[src/shared/sgmii_auto_negotiation_regs.svh]
// Register offsets, field positions, reset values and timing counts
// for the partner status and event block. Included by bare name.
`ifndef SGMII_AUTO_NEGOTIATION_REGS_SVH
`define SGMII_AUTO_NEGOTIATION_REGS_SVH

// Register offsets on the plain register port
`define OFS_PARTNER_ABILITY 16'hd30a
`define OFS_EVENT_STATUS 16'hd30b
`define OFS_EVENT_MASK 16'hd30c
`define OFS_NEG_CONTROL 16'hd320
`define OFS_TX_PAGE 16'hd321

// Reset values
`define RST_PARTNER_ABILITY 7'h00
`define RST_EVENT_STATUS 5'h00
`define RST_EVENT_MASK 5'h1f
`define RST_TX_PAGE 16'h0000

// Event bit positions
`define EVT_SIGNAL_LOSS 4
`define EVT_SYNC_STATE 3
`define EVT_LINK_STATE 2
`define EVT_LATER_PAGE 1
`define EVT_FIRST_PAGE 0

// Control bit positions
`define CTL_ABILITY_OVERRIDE 0
`define CTL_AUTO_NEG 1

// Next page flag inside the transmit page
`define NEXT_PAGE_FLAG_BIT 15

// Negotiation timer
`define LINK_TIME_NS 1600000
`define CLK_PERIOD_NS 25

`endif

[src/shared/sgmii_auto_negotiation_pkg.sv]
// Types for the partner status and event block.
// Constants live in the _regs header; this holds types only.
package sgmii_auto_negotiation_pkg;

    // Gray coded along idle, complete, wait
    typedef enum logic [1:0] {
        IDLE_DETECT = 2'b00,
        COMPLETE_ACK = 2'b01,
        NEXT_PAGE_WAIT = 2'b11
    } neg_state_type;

    typedef struct packed {
        logic prev;
        logic primed;
    } change_state_type;

    typedef struct packed {
        neg_state_type neg;
        logic [16:0] timer;
        logic lastWasNext;
        logic freshPage;
        logic [15:0] txPage;
        logic abilityOverride;
        logic autoNegSw;
        logic [6:0] ability;
        logic [4:0] evt;
        logic [4:0] mask;
        logic [15:0] rdData;
    } core_state_type;

endpackage : sgmii_auto_negotiation_pkg

[src/logic/signal_change.sv]
// Flags any change of a synchronous level after the first sample out of reset as a one-cycle pulse.
// Assumes the level is already in the clk domain.
`timescale 1ns/1ps
module signal_change (
    // Clock and reset
    input wire logic clk,
    input wire logic rstn,
    // Watched level and change pulse
    input wire logic level,
    output logic change
);

    sgmii_auto_negotiation_pkg::change_state_type s;
    sgmii_auto_negotiation_pkg::change_state_type next_s;

    // Quiet until one sample is held, so reset gives no false edge
    always_comb begin
        next_s = s;
        next_s.prev = level;
        next_s.primed = 1'b1;
    end

    always_ff @(posedge clk) begin
        if (!rstn) begin
            s <= '0;
        end else begin
            s <= next_s;
        end
    end

    // Either direction counts
    assign change = s.primed && (level != s.prev);

endmodule : signal_change

[src/logic/sgmii_auto_negotiation_partner_status_irq.sv]
// Partner ability status, event latches, mask and interrupt, plus the
// completion end of the negotiation machine.
// Assumes all inputs synchronous to clk; one received page per pulse.
`timescale 1ns/1ps
`include "sgmii_auto_negotiation_regs.svh"
module sgmii_auto_negotiation_partner_status_irq #(
    parameter int linkTimerCycles = `LINK_TIME_NS / `CLK_PERIOD_NS
) (
    // Clock and reset
    input wire logic clk,
    input wire logic rstn,
    // Register port
    input wire logic [15:0] addr,
    input wire logic [15:0] wrData,
    input wire logic wrStrobe,
    input wire logic rdStrobe,
    output logic [15:0] rdData,
    // Line state from the receive path
    input wire logic signalLoss,
    input wire logic syncOk,
    input wire logic linkOk,
    // Received pages, their format and the hardware enable from the negotiation core
    input wire logic pageRcvd,
    input wire logic [15:0] rxPage,
    input wire logic sgmiiMode,
    input wire logic autoNegHw,
    // Outputs
    output logic [15:0] txPage,
    output logic [1:0] negState,
    output logic [6:0] partnerAbility,
    output logic irq
);

    localparam logic [16:0] TIMER_LAST = 17'(linkTimerCycles - 1);

    sgmii_auto_negotiation_pkg::core_state_type s;
    sgmii_auto_negotiation_pkg::core_state_type next_s;

    logic lossChange;
    logic syncChange;
    logic linkChange;
    logic wrAbility;
    logic wrEvent;
    logic wrMask;
    logic wrControl;
    logic wrTxPage;
    logic negEnabled;
    logic resolve;
    logic enterNext;
    logic enterFirst;
    logic timerDone;
    logic [1:0] decRate;
    logic [1:0] decFault;
    logic [1:0] decPause;
    logic decDuplex;
    logic [4:0] evtSet;
    logic [15:0] rdValue;

    // Change detectors for the three line levels
    signal_change u_loss (
        .clk(clk),
        .rstn(rstn),
        .level(signalLoss),
        .change(lossChange)
    );

    signal_change u_sync (
        .clk(clk),
        .rstn(rstn),
        .level(syncOk),
        .change(syncChange)
    );

    signal_change u_link (
        .clk(clk),
        .rstn(rstn),
        .level(linkOk),
        .change(linkChange)
    );

    // Write decode
    always_comb begin
        wrAbility = 1'b0;
        wrEvent = 1'b0;
        wrMask = 1'b0;
        wrControl = 1'b0;
        wrTxPage = 1'b0;
        if (wrStrobe && addr == `OFS_PARTNER_ABILITY) begin
            wrAbility = 1'b1;
        end else if (wrStrobe && addr == `OFS_EVENT_STATUS) begin
            wrEvent = 1'b1;
        end else if (wrStrobe && addr == `OFS_EVENT_MASK) begin
            wrMask = 1'b1;
        end else if (wrStrobe && addr == `OFS_NEG_CONTROL) begin
            wrControl = 1'b1;
        end else if (wrStrobe && addr == `OFS_TX_PAGE) begin
            wrTxPage = 1'b1;
        end
    end

    // Read decode; unmapped offsets read zero
    always_comb begin
        rdValue = 16'h0000;
        if (addr == `OFS_PARTNER_ABILITY) begin
            rdValue = {9'h000, s.ability};
        end else if (addr == `OFS_EVENT_STATUS) begin
            rdValue = {11'h000, s.evt};
        end else if (addr == `OFS_EVENT_MASK) begin
            rdValue = {11'h000, s.mask};
        end else if (addr == `OFS_NEG_CONTROL) begin
            rdValue = {12'h000, s.neg, s.autoNegSw, s.abilityOverride};
        end else if (addr == `OFS_TX_PAGE) begin
            rdValue = s.txPage;
        end
    end

    // Page decode: serial gigabit page or plain gigabit page
    always_comb begin
        if (sgmiiMode) begin
            decRate = rxPage[11:10];
            decFault = {1'b0, ~rxPage[15]};
            decPause = 2'b00;
            decDuplex = rxPage[12];
        end else begin
            decRate = 2'b11;
            decFault = rxPage[13:12];
            decPause = rxPage[8:7];
            decDuplex = rxPage[5];
        end
    end

    // Machine events and resolution qualifier
    assign negEnabled = s.autoNegSw || autoNegHw;
    assign enterFirst = pageRcvd && s.neg == sgmii_auto_negotiation_pkg::IDLE_DETECT;
    assign enterNext = pageRcvd && s.neg == sgmii_auto_negotiation_pkg::NEXT_PAGE_WAIT;
    assign resolve = enterFirst && negEnabled && !s.abilityOverride;
    assign timerDone = s.timer == TIMER_LAST;

    // Event sources, one bit each
    always_comb begin
        evtSet = 5'h00;
        evtSet[`EVT_SIGNAL_LOSS] = lossChange;
        evtSet[`EVT_SYNC_STATE] = syncChange;
        evtSet[`EVT_LINK_STATE] = linkChange;
        evtSet[`EVT_LATER_PAGE] = enterNext && negEnabled;
        evtSet[`EVT_FIRST_PAGE] = enterFirst && negEnabled;
    end

    // Next state of everything
    always_comb begin
        next_s = s;
        next_s.rdData = rdStrobe ? rdValue : 16'h0000;
        if (wrControl) begin
            next_s.abilityOverride = wrData[`CTL_ABILITY_OVERRIDE];
            next_s.autoNegSw = wrData[`CTL_AUTO_NEG];
        end
        if (wrMask) begin
            next_s.mask = wrData[4:0];
        end
        // Write one clears, a new event in the same cycle wins
        next_s.evt = (s.evt & ~(wrEvent ? wrData[4:0] : 5'h00)) | evtSet;
        // Software value stands until the next resolution
        if (wrAbility) begin
            next_s.ability = wrData[6:0];
        end
        if (resolve) begin
            next_s.ability = {decRate, decFault, decPause, decDuplex};
        end
        // A consumed page is no longer fresh; a write in the same cycle wins
        case (s.neg)
            sgmii_auto_negotiation_pkg::IDLE_DETECT: begin
                next_s.timer = 17'h00000;
                if (enterFirst && negEnabled) begin
                    next_s.neg = sgmii_auto_negotiation_pkg::COMPLETE_ACK;
                    next_s.lastWasNext = 1'b0;
                    next_s.freshPage = 1'b0;
                end
            end
            sgmii_auto_negotiation_pkg::COMPLETE_ACK: begin
                next_s.timer = s.timer + 17'h00001;
                if (s.freshPage && s.txPage[`NEXT_PAGE_FLAG_BIT]) begin
                    next_s.neg = sgmii_auto_negotiation_pkg::NEXT_PAGE_WAIT;
                    next_s.freshPage = 1'b0;
                end else if (timerDone) begin
                    next_s.neg = sgmii_auto_negotiation_pkg::IDLE_DETECT;
                end
            end
            sgmii_auto_negotiation_pkg::NEXT_PAGE_WAIT: begin
                next_s.timer = 17'h00000;
                if (enterNext && negEnabled) begin
                    next_s.neg = sgmii_auto_negotiation_pkg::COMPLETE_ACK;
                    next_s.lastWasNext = 1'b1;
                    next_s.freshPage = 1'b0;
                end
            end
            default: begin
                next_s.neg = sgmii_auto_negotiation_pkg::IDLE_DETECT;
            end
        endcase
        // Dropping negotiation abandons any exchange in flight
        if (!negEnabled) begin
            next_s.neg = sgmii_auto_negotiation_pkg::IDLE_DETECT;
        end
        if (wrTxPage) begin
            next_s.txPage = wrData;
            next_s.freshPage = 1'b1;
        end
    end

    // State register
    always_ff @(posedge clk) begin
        if (!rstn) begin
            s.neg <= sgmii_auto_negotiation_pkg::IDLE_DETECT;
            s.timer <= 17'h00000;
            s.lastWasNext <= 1'b0;
            s.freshPage <= 1'b0;
            s.txPage <= `RST_TX_PAGE;
            s.abilityOverride <= 1'b0;
            s.autoNegSw <= 1'b0;
            s.ability <= `RST_PARTNER_ABILITY;
            s.evt <= `RST_EVENT_STATUS;
            s.mask <= `RST_EVENT_MASK;
            s.rdData <= 16'h0000;
        end else begin
            s <= next_s;
        end
    end

    // Outputs
    assign rdData = s.rdData;
    assign txPage = s.txPage;
    assign negState = s.neg;
    assign partnerAbility = s.ability;
    assign irq = |(s.evt & ~s.mask);
endmodule : sgmii_auto_negotiation_partner_status_irq

[config.mk]
export PLATFORM = sky130hd
export DESIGN_NAME = sgmii_auto_negotiation_partner_status_irq
export DESIGN_NICKNAME = d
export VERILOG_FILES = /design/src/shared/sgmii_auto_negotiation_pkg.sv /design/src/logic/signal_change.sv /design/src/logic/sgmii_auto_negotiation_partner_status_irq.sv
export VERILOG_INCLUDE_DIRS = /design/src /design/src/shared
export SDC_FILE = /design/constraint.sdc
export NUM_CORES = 1
export LEC_CHECK = 0
export BUFFER_PORTS_ARGS = -buffer_cell sky130_fd_sc_hd__buf_2
export CAP_MARGIN = 20
export CORE_MARGIN = 2
export CORE_UTILIZATION = 30
export DETAILED_ROUTE_END_ITERATION = 16
export PLACE_DENSITY = 0.54
export SETUP_SLACK_MARGIN = 0.5
export SLEW_MARGIN = 5
export SYNTH_ARGS = -nofsm -noshare
export SYNTH_HDL_FRONTEND = slang
export SYNTH_SLANG_ARGS = --single-unit
[constraint.sdc]
create_clock -name clk -period 3.35 [get_ports clk]
set_input_delay 1.005 -clock clk [delete_from_list [all_inputs] [get_ports clk]]
set_output_delay 1.005 -clock clk [all_outputs]
set_load 0.1 [all_outputs]
; Word level (Yosys, flattened, before mapping)
; Index checks and enable logic that the tools add are counted.
; W data, S select, Z words.
[word_totals]
ramBits = 0
output_inout_bits = 42
memories = 0
latch_bits = 0
input_bits = 58
reg_bits = 77
wordCells = 112
romBits = 0
[op_classes]
mux = 41
multipliers = 0
reduce_logical = 27
bitwise = 9
n_shift = 0
n_lt_le_gt_ge = 0
addsub = 1
n_eq_ne = 17
div = 0
[ops]
columns = cell, n
row1 = $eq A16 B16 Y1 const B, 5
row2 = $mux W7, 7
row3 = $pmux W17 S2, 1
row4 = $mux W1, 22
row5 = $add A17 B1 Y17 const B, 1
row6 = $eq A17 B16 Y1 const B, 1
row7 = $mux W17, 1
row8 = $logic_and A1 B1 Y1, 14
row9 = $mux W2, 7
row10 = $ne A3 B3 Y1 const B, 4
row11 = $and A5 B5 Y5, 2
row12 = $not A5 Y5, 2
row13 = $reduce_or A7 Y1, 1
row14 = $pmux W2 S3, 1
row15 = $mux W5, 1
row16 = $or A5 B5 Y5, 1
row17 = $reduce_or A5 Y1, 1
row18 = $ne A2 B2 Y1 const B, 2
row19 = $not A1 Y1, 4
row20 = $reduce_and A2 Y1, 2
row21 = $reduce_and A4 Y1, 1
row22 = $reduce_bool A2 Y1, 2
row23 = $reduce_bool A4 Y1, 1
row24 = $ne A1 B1 Y1, 3
row25 = 8 further kinds, 8

; Longest topological paths before layout
; Gate-level depths: netlist (run 1).
[logic_depth]
ltp_word = 9
depth_mapped = 8
mapped_depth_nobuf = 6

; By module
; Synthesis (run 1) repeated with hierarchy kept, for this count alone.
[hier_totals]
hier_cells = 428
area_unflattened_um2 = 3769.9
[by_module_without_submodules]
columns = module, seq_area_each_um2, cells_each, instances, area_per_inst_um2
row1 = sgmii_auto_negotiation_partner_status_irq, 1421.4, 413, 1, 3582.2
row2 = signal_change, 40.0, 5, 3, 62.6

; Worst setup path before layout (run 1)
; Ideal clock, no wire load.
[synth_timing]
path_type = register to output
start = reg s[22] (netlist bit)
end = out irq
path_buffers = 0
t_arrival_ns = 1.914
path_slack_ns = 0.431
path_stages_with_launch = 3
required_ns = 2.345
path_cell_list = dfxtp_1 > inv_1 > o221ai_1
[synth_between]
elab_chain_len = 2
[synth_lines]
columns = item, line_no
row1 = "start, declared", sgmii_auto_negotiation_partner_status_irq.sv:36  ; sgmii_auto_negotiation_pkg::core_state_type s;
row2 = "start signal, assigned", sgmii_auto_negotiation_partner_status_irq.sv:225  ; s <= next_s;
row3 = $and A5 B5 Y5, sgmii_auto_negotiation_partner_status_irq.sv:234  ; assign irq = |(s.evt & ~s.mask);
row4 = $reduce_or A5 Y1, sgmii_auto_negotiation_partner_status_irq.sv:234
row5 = "end, declared", sgmii_auto_negotiation_partner_status_irq.sv:31  ; output logic irq
; Every way passes these cells.

; Final worst setup path (run 1)
[layout_timing]
start = in addr[1]
end = reg, netlist name rdData[2]
[layout_between]
elab_chain_len = 6
word_cells_on_any_way = 10
cone_classes = 5 x eq/ne / 5 x mux
[layout_lines]
columns = item, line_no
row1 = "start, declared", sgmii_auto_negotiation_partner_status_irq.sv:13  ; input wire logic [15:0] addr,
row2 = $eq A16 B16 Y1 (no line), -
row3 = $mux W7, sgmii_auto_negotiation_partner_status_irq.sv:112  ; end else if (addr == `OFS_TX_PAGE) begin
row4 = $mux W7, sgmii_auto_negotiation_partner_status_irq.sv:110  ; end else if (addr == `OFS_NEG_CONTROL) begin
row5 = $mux W7, sgmii_auto_negotiation_partner_status_irq.sv:108  ; end else if (addr == `OFS_EVENT_MASK) begin
row6 = $mux W7, sgmii_auto_negotiation_partner_status_irq.sv:106  ; end else if (addr == `OFS_EVENT_STATUS) begin
row7 = $mux W7 (*), sgmii_auto_negotiation_partner_status_irq.sv:104  ; if (addr == `OFS_PARTNER_ABILITY) begin
; Mark *: on every way between the ends. The rest lies on a longest branch, timed or not.
; A chain may end at the register's enable or synchronous reset.

==> results.toml, run 1 <==
[run_status]
status = "completed"

[final_layout]
fin_nets = 549
area_growth_pct = 17.2
n_antenna_cell = 0
drive_gt1_share_pct = 26.1

[placement]
io_buffers = 91
place_hpwl_um = 7760
gp_congestion = 0.840

[route]
drc_errors = 0
wirelength_um = 10300
drt_pre_antenna_iters = 4
drt_iter0_drc = 282
postRouteAntennaNets = 0
via_count = 3341
wl_per_cell_um = 15.5
via_per_inst = 5.04

[floorplanning]
die_w_um = 116
core_mm2 = 0.0125
start_util_pct = 30.3
dieArea_mm2 = 0.0135
die_h_um = 116
io_pins = 100
row_count = 41

[logic_synthesis]
synth_edf_count = 0
syn_inst = 436
ys_types = 59
synth-seq-area-share_pct = 39.7
yosysWarnings = 0
synth_area_mm2 = 0.00378
syn_nets = 499
synth_ff_type = "dfxtp_1"
async_flop_share_pct = 0
ys_ff_latch = 75
avgSynthCellArea_um2 = 8.67

[timing]
finalSetupViolCount = 0
timing.setup.tns_ns = 0
timing.hold.ws_ns = 0.475
fin_crit_sh_pct = 78.1
tightest_slew_ns = 0.784
hold_violations = 0
period_minus_slack_ns = 2.62
relSlewSlack_pct = 47.7
max_freq_mhz = 382
rsz0062_at_grt = "false"
maxSlewViolCount = 0
fin_skew_ns = 0.00424

[clocking]
clock_path_buffers = 2
cts_hold_buf = 0
cts_resized = 0
cts-root-buf = "clkbuf_16"
clock-sinks = 75
clock_latency_ns = 0.33
clk_pin_slew_ns = 0.06
cts_setup_buffers = 0
numCtsBuffers = 9
htree_levels = 3
cts_tree = "built"

[power_and_ir_drop]
clkPwrFrac_pct = 46.3
total_power_mw = 2.03
power_density_mw_per_mm2 = 457
ir_drop_mv = 0.225
p_leak_nw = 1.70
p_comb_share_pct = 8.4
internal_power_mw = 1.54
p_sw_mw = 0.483
swShare_pct = 23.8
pwr-share-seq_pct = 45.3

[worst_setup_path]
r2r_start = "negState[0]$_SDFFE_PN0P_"
start_kind = "input port"
cp_data_arrival_time_ns = 2.80
cp_data_required_time_ns = 3.54
rr_worst_depth = 6
rr_endpoint = "s[69]$_SDFFE_PN0P_"
path_class = "in2reg"
critPathLaunch = "addr[1]"
end_kind = "flip-flop"
critPathMaxFanout = 9
reg2reg_slack_ns = 1.01

[global_routing]
grt.total_usage_pct = 15.6
antenna_found_initial = 1
overflow = 0
grt_max_degree = 32
grt_pass1_wl_um = 16200
grt_pass1_vias = 3143

[flow_run]
maxCapViolations = 0

[worst_hold_path]
min_path_cells = 1
hp-class = "reg2reg"
min_to = "rdData[12]$_SDFF_PP0_"
hold_start = "txPage[12]$_SDFFE_PN0P_"
## metal layers
layer / global-route usage [%] / vias up / share of wire (%)
met5: 0 / - / 0.13
li1: - / 1647 / -
met1: 20.9 / 1573 / 47
met2: 24.0 / 101 / 43
met4: 6.19 / 2 / 2.7
met3: 4.10 / 18 / 7.0
## kinds of logic (layout without fill, tap and decap cells)
kind of cell | after synthesis | in the layout | synth area share, %
buffers and inverters | 74 | 129 | 11.7
AND/OR/NAND/NOR | 151 | 151 | 23.3
XOR/XNOR | 13 | 13 | 3.01
flip-flops | 75 | 75 | 39.7
adder cells (fa/ha/maj) | 5 | 5 | 1.66
AO/OA/AOI/OAI | 109 | 109 | 18.1
multiplexers | 9 | 9 | 2.52
## synthesized netlist by cell type, types with 2 or more instances
cell type	count	area share, %
dfxtp_1	75	40
buf_4	41	8.1
nand3_1	34	4.5
a21oi_1	33	4.4
o21ai_0	33	4.4
nand2_1	19	1.9
nor2_1	18	1.8
clkbuf_1	17	1.7
and2_1	13	2.2
nor3_1	13	1.7
inv_1	12	1.2
xnor2_1	10	2.3
a211oi_1	8	1.6
or3_1	8	1.3
o311ai_1	6	1.4
and3_1	5	0.83
ha_1	5	1.7
mux2i_1	5	1.3
nand3b_1	5	0.99
nand4b_1	5	1.2
o21ai_1	5	0.66
a2111oi_0	4	0.93
mux2_2	4	1.2
nor4_1	4	0.66
and4_1	3	0.70
nand4_1	3	0.50
nor2b_1	3	0.50
o2111ai_1	3	0.70
or4_1	3	0.60
xor2_1	3	0.70
and4b_1	2	0.53
buf_1	2	0.20
nor4b_1	2	0.46
o21a_1	2	0.40
o22ai_1	2	0.33
o31ai_1	2	0.40
o32ai_1	2	0.46
## cell type report
class | instances | area, µm²
Tap cell | 172 | 215
Inverter | 12 | 45.0
Sequential cell | 75 | 1500
Multi-Input combinational cell | 287 | 1840
Clock buffer | 15 | 288
Fill cell | 1293 | 8040
Timing Repair Buffer | 101 | 531
Clock inverter | 1 | 5.00
## state kept, by name, summed over array words and instances, names as in the netlist
register,flops
txPage,16
u_loss.s,1
u_sync.s,1
u_link.s,2
rdData,16
partnerAbility,7
s,30
negState,2
## critical path, stage by stage
cell	delay [ns]
buf_2	0.12
or4b_1	0.59
nor4_4	0.49
a21oi_1	0.15
a2111oi_0	0.44
## cells in the final DEF (no fill, tap or decap), types with 3 or more instances in the layout
cell,Yosys,routed
and2_1,13,13
or4_1,3,3
o21ai_1,5,5
nor2_1,18,18
o21ai_0,33,33
nand4b_1,5,5
clkbuf_8,0,4
or3_1,8,8
inv_1,12,12
a2111oi_0,4,4
xnor2_1,10,10
a211oi_1,8,8
nor3_1,13,13
nand3b_1,5,5
ha_1,5,5
clkbuf_16,0,9
a21oi_1,33,33
nor2b_1,3,3
o2111ai_1,3,3
o311ai_1,6,6
buf_2,1,91
and3_1,5,5
buf_4,41,10
nand2_1,19,19
mux2_2,4,4
nand4_1,3,3
nor4_1,4,4
mux2i_1,5,5
nand3_1,34,34
and4_1,3,3
xor2_1,3,3
dfxtp_1,75,75
## power by group through the flow
stage	registers, mW	clock network [mW]	logic (mW)
2_1_floorplan	0.931	0	0.113
3_3_place_gp	0.936	0	0.167
5_1_grt	0.918	0.994	0.184
4_1_cts	0.917	0.956	0.170
6_report	0.917	0.938	0.170
3_5_place_dp	0.936	0	0.169
## stage by stage
stage / worst slack (ns) / cell area [µm²] / util, % / std cells
6_report: 0.733 / 4430 / 35.5 / 663
5_1_grt: 0.553 / 4430 / 35.5 / 663
4_1_cts: 0.723 / 4420 / 35.5 / 662
3_5_place_dp: 0.380 / 4130 / 33.1 / 646
3_3_place_gp: 0.384 / 4130 / 33.1 / 646
2_1_floorplan: 0.684 / 3790 / - / 436
## worst max-delay path by stage
stage                                endpoint  slack, ns  cells after the start
2_1_floorplan  partnerAbility[1]$_SDFFE_PN0P_       0.68                      6
5_1_grt                  rdData[0]$_SDFF_PN0_       0.55                      5
4_1_cts                  rdData[2]$_SDFF_PN0_       0.72                      5
3_5_place_dp             rdData[2]$_SDFF_PN0_       0.38                      5
3_3_place_gp             rdData[1]$_SDFF_PN0_       0.38                      5
6_report                 rdData[2]$_SDFF_PN0_       0.73                      5
Note: power is estimated with default switching activity, not from simulation.
==> run 2, diff against run 1 <==
- PLACE_DENSITY: 0.54 -> 0.56
- clock period: 3.35 -> 2.26 ns (I/O delays scaled with it)
==> results.toml, run 2 (synthesis gave the netlist of run 1 again) <==
[floorplanning]
row_count = 41
dieArea_mm2 = 0.0135
die_w_um = 116
start_util_pct = 30.3
die_h_um = 116
core_mm2 = 0.0125
io_pins = 100

[worst_setup_path]
critPathLaunch = "s[20]$_SDFFE_PN1P_"
r2r_start = "negState[0]$_SDFFE_PN0P_"
start_kind = "flip-flop"
path_class = "reg2out"
rr_worst_depth = 6
cp.buffers_inverters = 2
critical-path-top-delay-family = "compound AO/OA/AOI/OAI gates"
end_kind = "primary output"
crit_path_max_incr_delay_ns = 0.34
rr_endpoint = "s[69]$_SDFFE_PN0P_"
cp.depth = 4
endpoint = "irq"
critPathMaxFanout = 2
cp_data_arrival_time_ns = 1.45
reg2reg_slack_ns = 0.41
cp_cell_sequence = "inv_1, a222oi_1, o221ai_2, buf_8"
cp_data_required_time_ns = 1.58
cp_slowest_cell = "a222oi_1"

[final_layout]
n_antenna_cell = 0
final_area_mm2 = 0.00578
layout_common_cells = "dfxtp_1, buf_4, buf_2, o21ai_0, buf_6"
fin_nets = 606
area_growth_pct = 53.0
largest-register = "s"
fillers = 1167
layout_commonest_cell = "dfxtp_1"
reg_top3 = "s: 30 flops, rdData: 16 flops, txPage: 16 flops"
multiInputGateArea_mm2 = 0.00248
drive_gt1_share_pct = 53.0
seqCellArea_mm2 = 0.00151
largest_reg_flops = 30

[power_and_ir_drop]
power_density_mw_per_mm2 = 545
p_leak_nw = 2.17
total_power_mw = 3.15
ir_drop_mv = 0.555

[timing]
relSlewSlack_pct = 64.1
period_minus_slack_ns = 2.13
max_freq_mhz = 469
timing.hold.ws_ns = 0.483
fin_crit_sh_pct = 94.3
finalSetupViolCount = 0
hold_violations = 0
fin_skew_ns = 0.00691
tightest_slew_ns = 0.538
rsz0062_at_grt = "true"
maxSlewViolCount = 0

[placement]
dpl_cell_area_mm2 = 0.00434
io_buffers = 91
gp_congestion = 0.870
place_hpwl_um = 7940

[run_status]
status = "completed"

[route]
postRouteAntennaNets = 0
drt_pre_antenna_iters = 5
via_count = 3675
drt_iter0_drc = 188
via_per_inst = 5.11
wl_per_cell_um = 16.4
drc_errors = 0
wirelength_um = 11800

[global_routing]
grt_pass1_wl_um = 17800
antenna_found_initial = 0
overflow = 0
grt_pass1_vias = 3544
grt.total_usage_pct = 17.2
grt_max_degree = 24

[flow_run]
maxCapViolations = 0

[clocking]
htree_levels = 3
cts_tree = "built"
clock_path_buffers = 2
clk_pin_slew_ns = 0.05
cts_hold_buf = 0
clock_latency_ns = 0.34
cts-root-buf = "clkbuf_16"
clock-sinks = 75
numCtsBuffers = 9

[worst_hold_path]
hp-class = "reg2reg"
run 2: what timing repair did:
item,CTS,global route
endpoints found under the setup margin,78,67
gates resized for setup,123,84
pin swaps,52,39
cloned,2,1
hold endpoints to repair,0,0
buffers inserted,18,12
run 2: how the worst min path moves through the flow:
stage | slack (ns) | end | from | cells after the start
final | 0.48 | s[20]$_SDFFE_PN1P_ | s[20]$_SDFFE_PN1P_ | 2
after global placement | 0.46 | rdData[8]$_SDFF_PP0_ | txPage[8]$_SDFFE_PN0P_ | 1
after detailed placement | 0.47 | rdData[10]$_SDFF_PP0_ | txPage[10]$_SDFFE_PN0P_ | 1
after floorplan | 0.45 | rdData[10]$_SDFF_PP0_ | txPage[10]$_SDFFE_PN0P_ | 1
after global routing | 0.50 | rdData[10]$_SDFF_PP0_ | txPage[10]$_SDFFE_PN0P_ | 1
after CTS | 0.48 | s[20]$_SDFFE_PN1P_ | s[20]$_SDFFE_PN1P_ | 2
run 2: worst min-delay path: cells and delay by family (launching register included):
family	cells	cell delay (ns)
flip-flops	1	0.32
AO/OA/AOI/OAI	2	0.13
run 2: power by group:
group / internal [mW] / switching [mW] / leakage (nW)
sequential: 1.34 / 0.0168 / 0.608
clock: 0.906 / 0.553 / 0.144
combinational: 0.125 / 0.209 / 1.42
total: 2.37 / 0.779 / 2.17
run 2: stage by stage:
step / TNS [ns] / util [%] / setup WS, ns / instances
finish: 0 / 46.4 / 0.128 / 719
global route: 0 / 46.4 / 0.0862 / 719
CTS: 0 / 42.6 / 0.123 / 706
detailed placement: -3.24 / 34.8 / -0.452 / 671
global placement: -2.96 / 34.8 / -0.525 / 671
floorplan: -0.0372 / - / -0.0124 / 436
run 2: final cells by class:
cell class / instances / share of cell area, %
multi-input cells: 288 / 43.0
flip-flops and latches: 75 / 26.2
repair buffers: 157 / 21.1
clock buffers: 11 / 4.37
well taps: 172 / 3.72
clock inverters: 4 / 0.866
inverters: 12 / 0.822
run 2: routing by layer:
| layer | up-vias | global-route usage (%) | part of all wire, % |
|---|---|---|---|
| met1 | 1787 | 20.5 | 41 |
| met3 | 19 | 3.94 | 4.4 |
| met5 | - | 0 | 0 |
| met4 | 0 | 6.43 | 1.8 |
| met2 | 98 | 30.2 | 53 |
| li1 | 1771 | - | - |
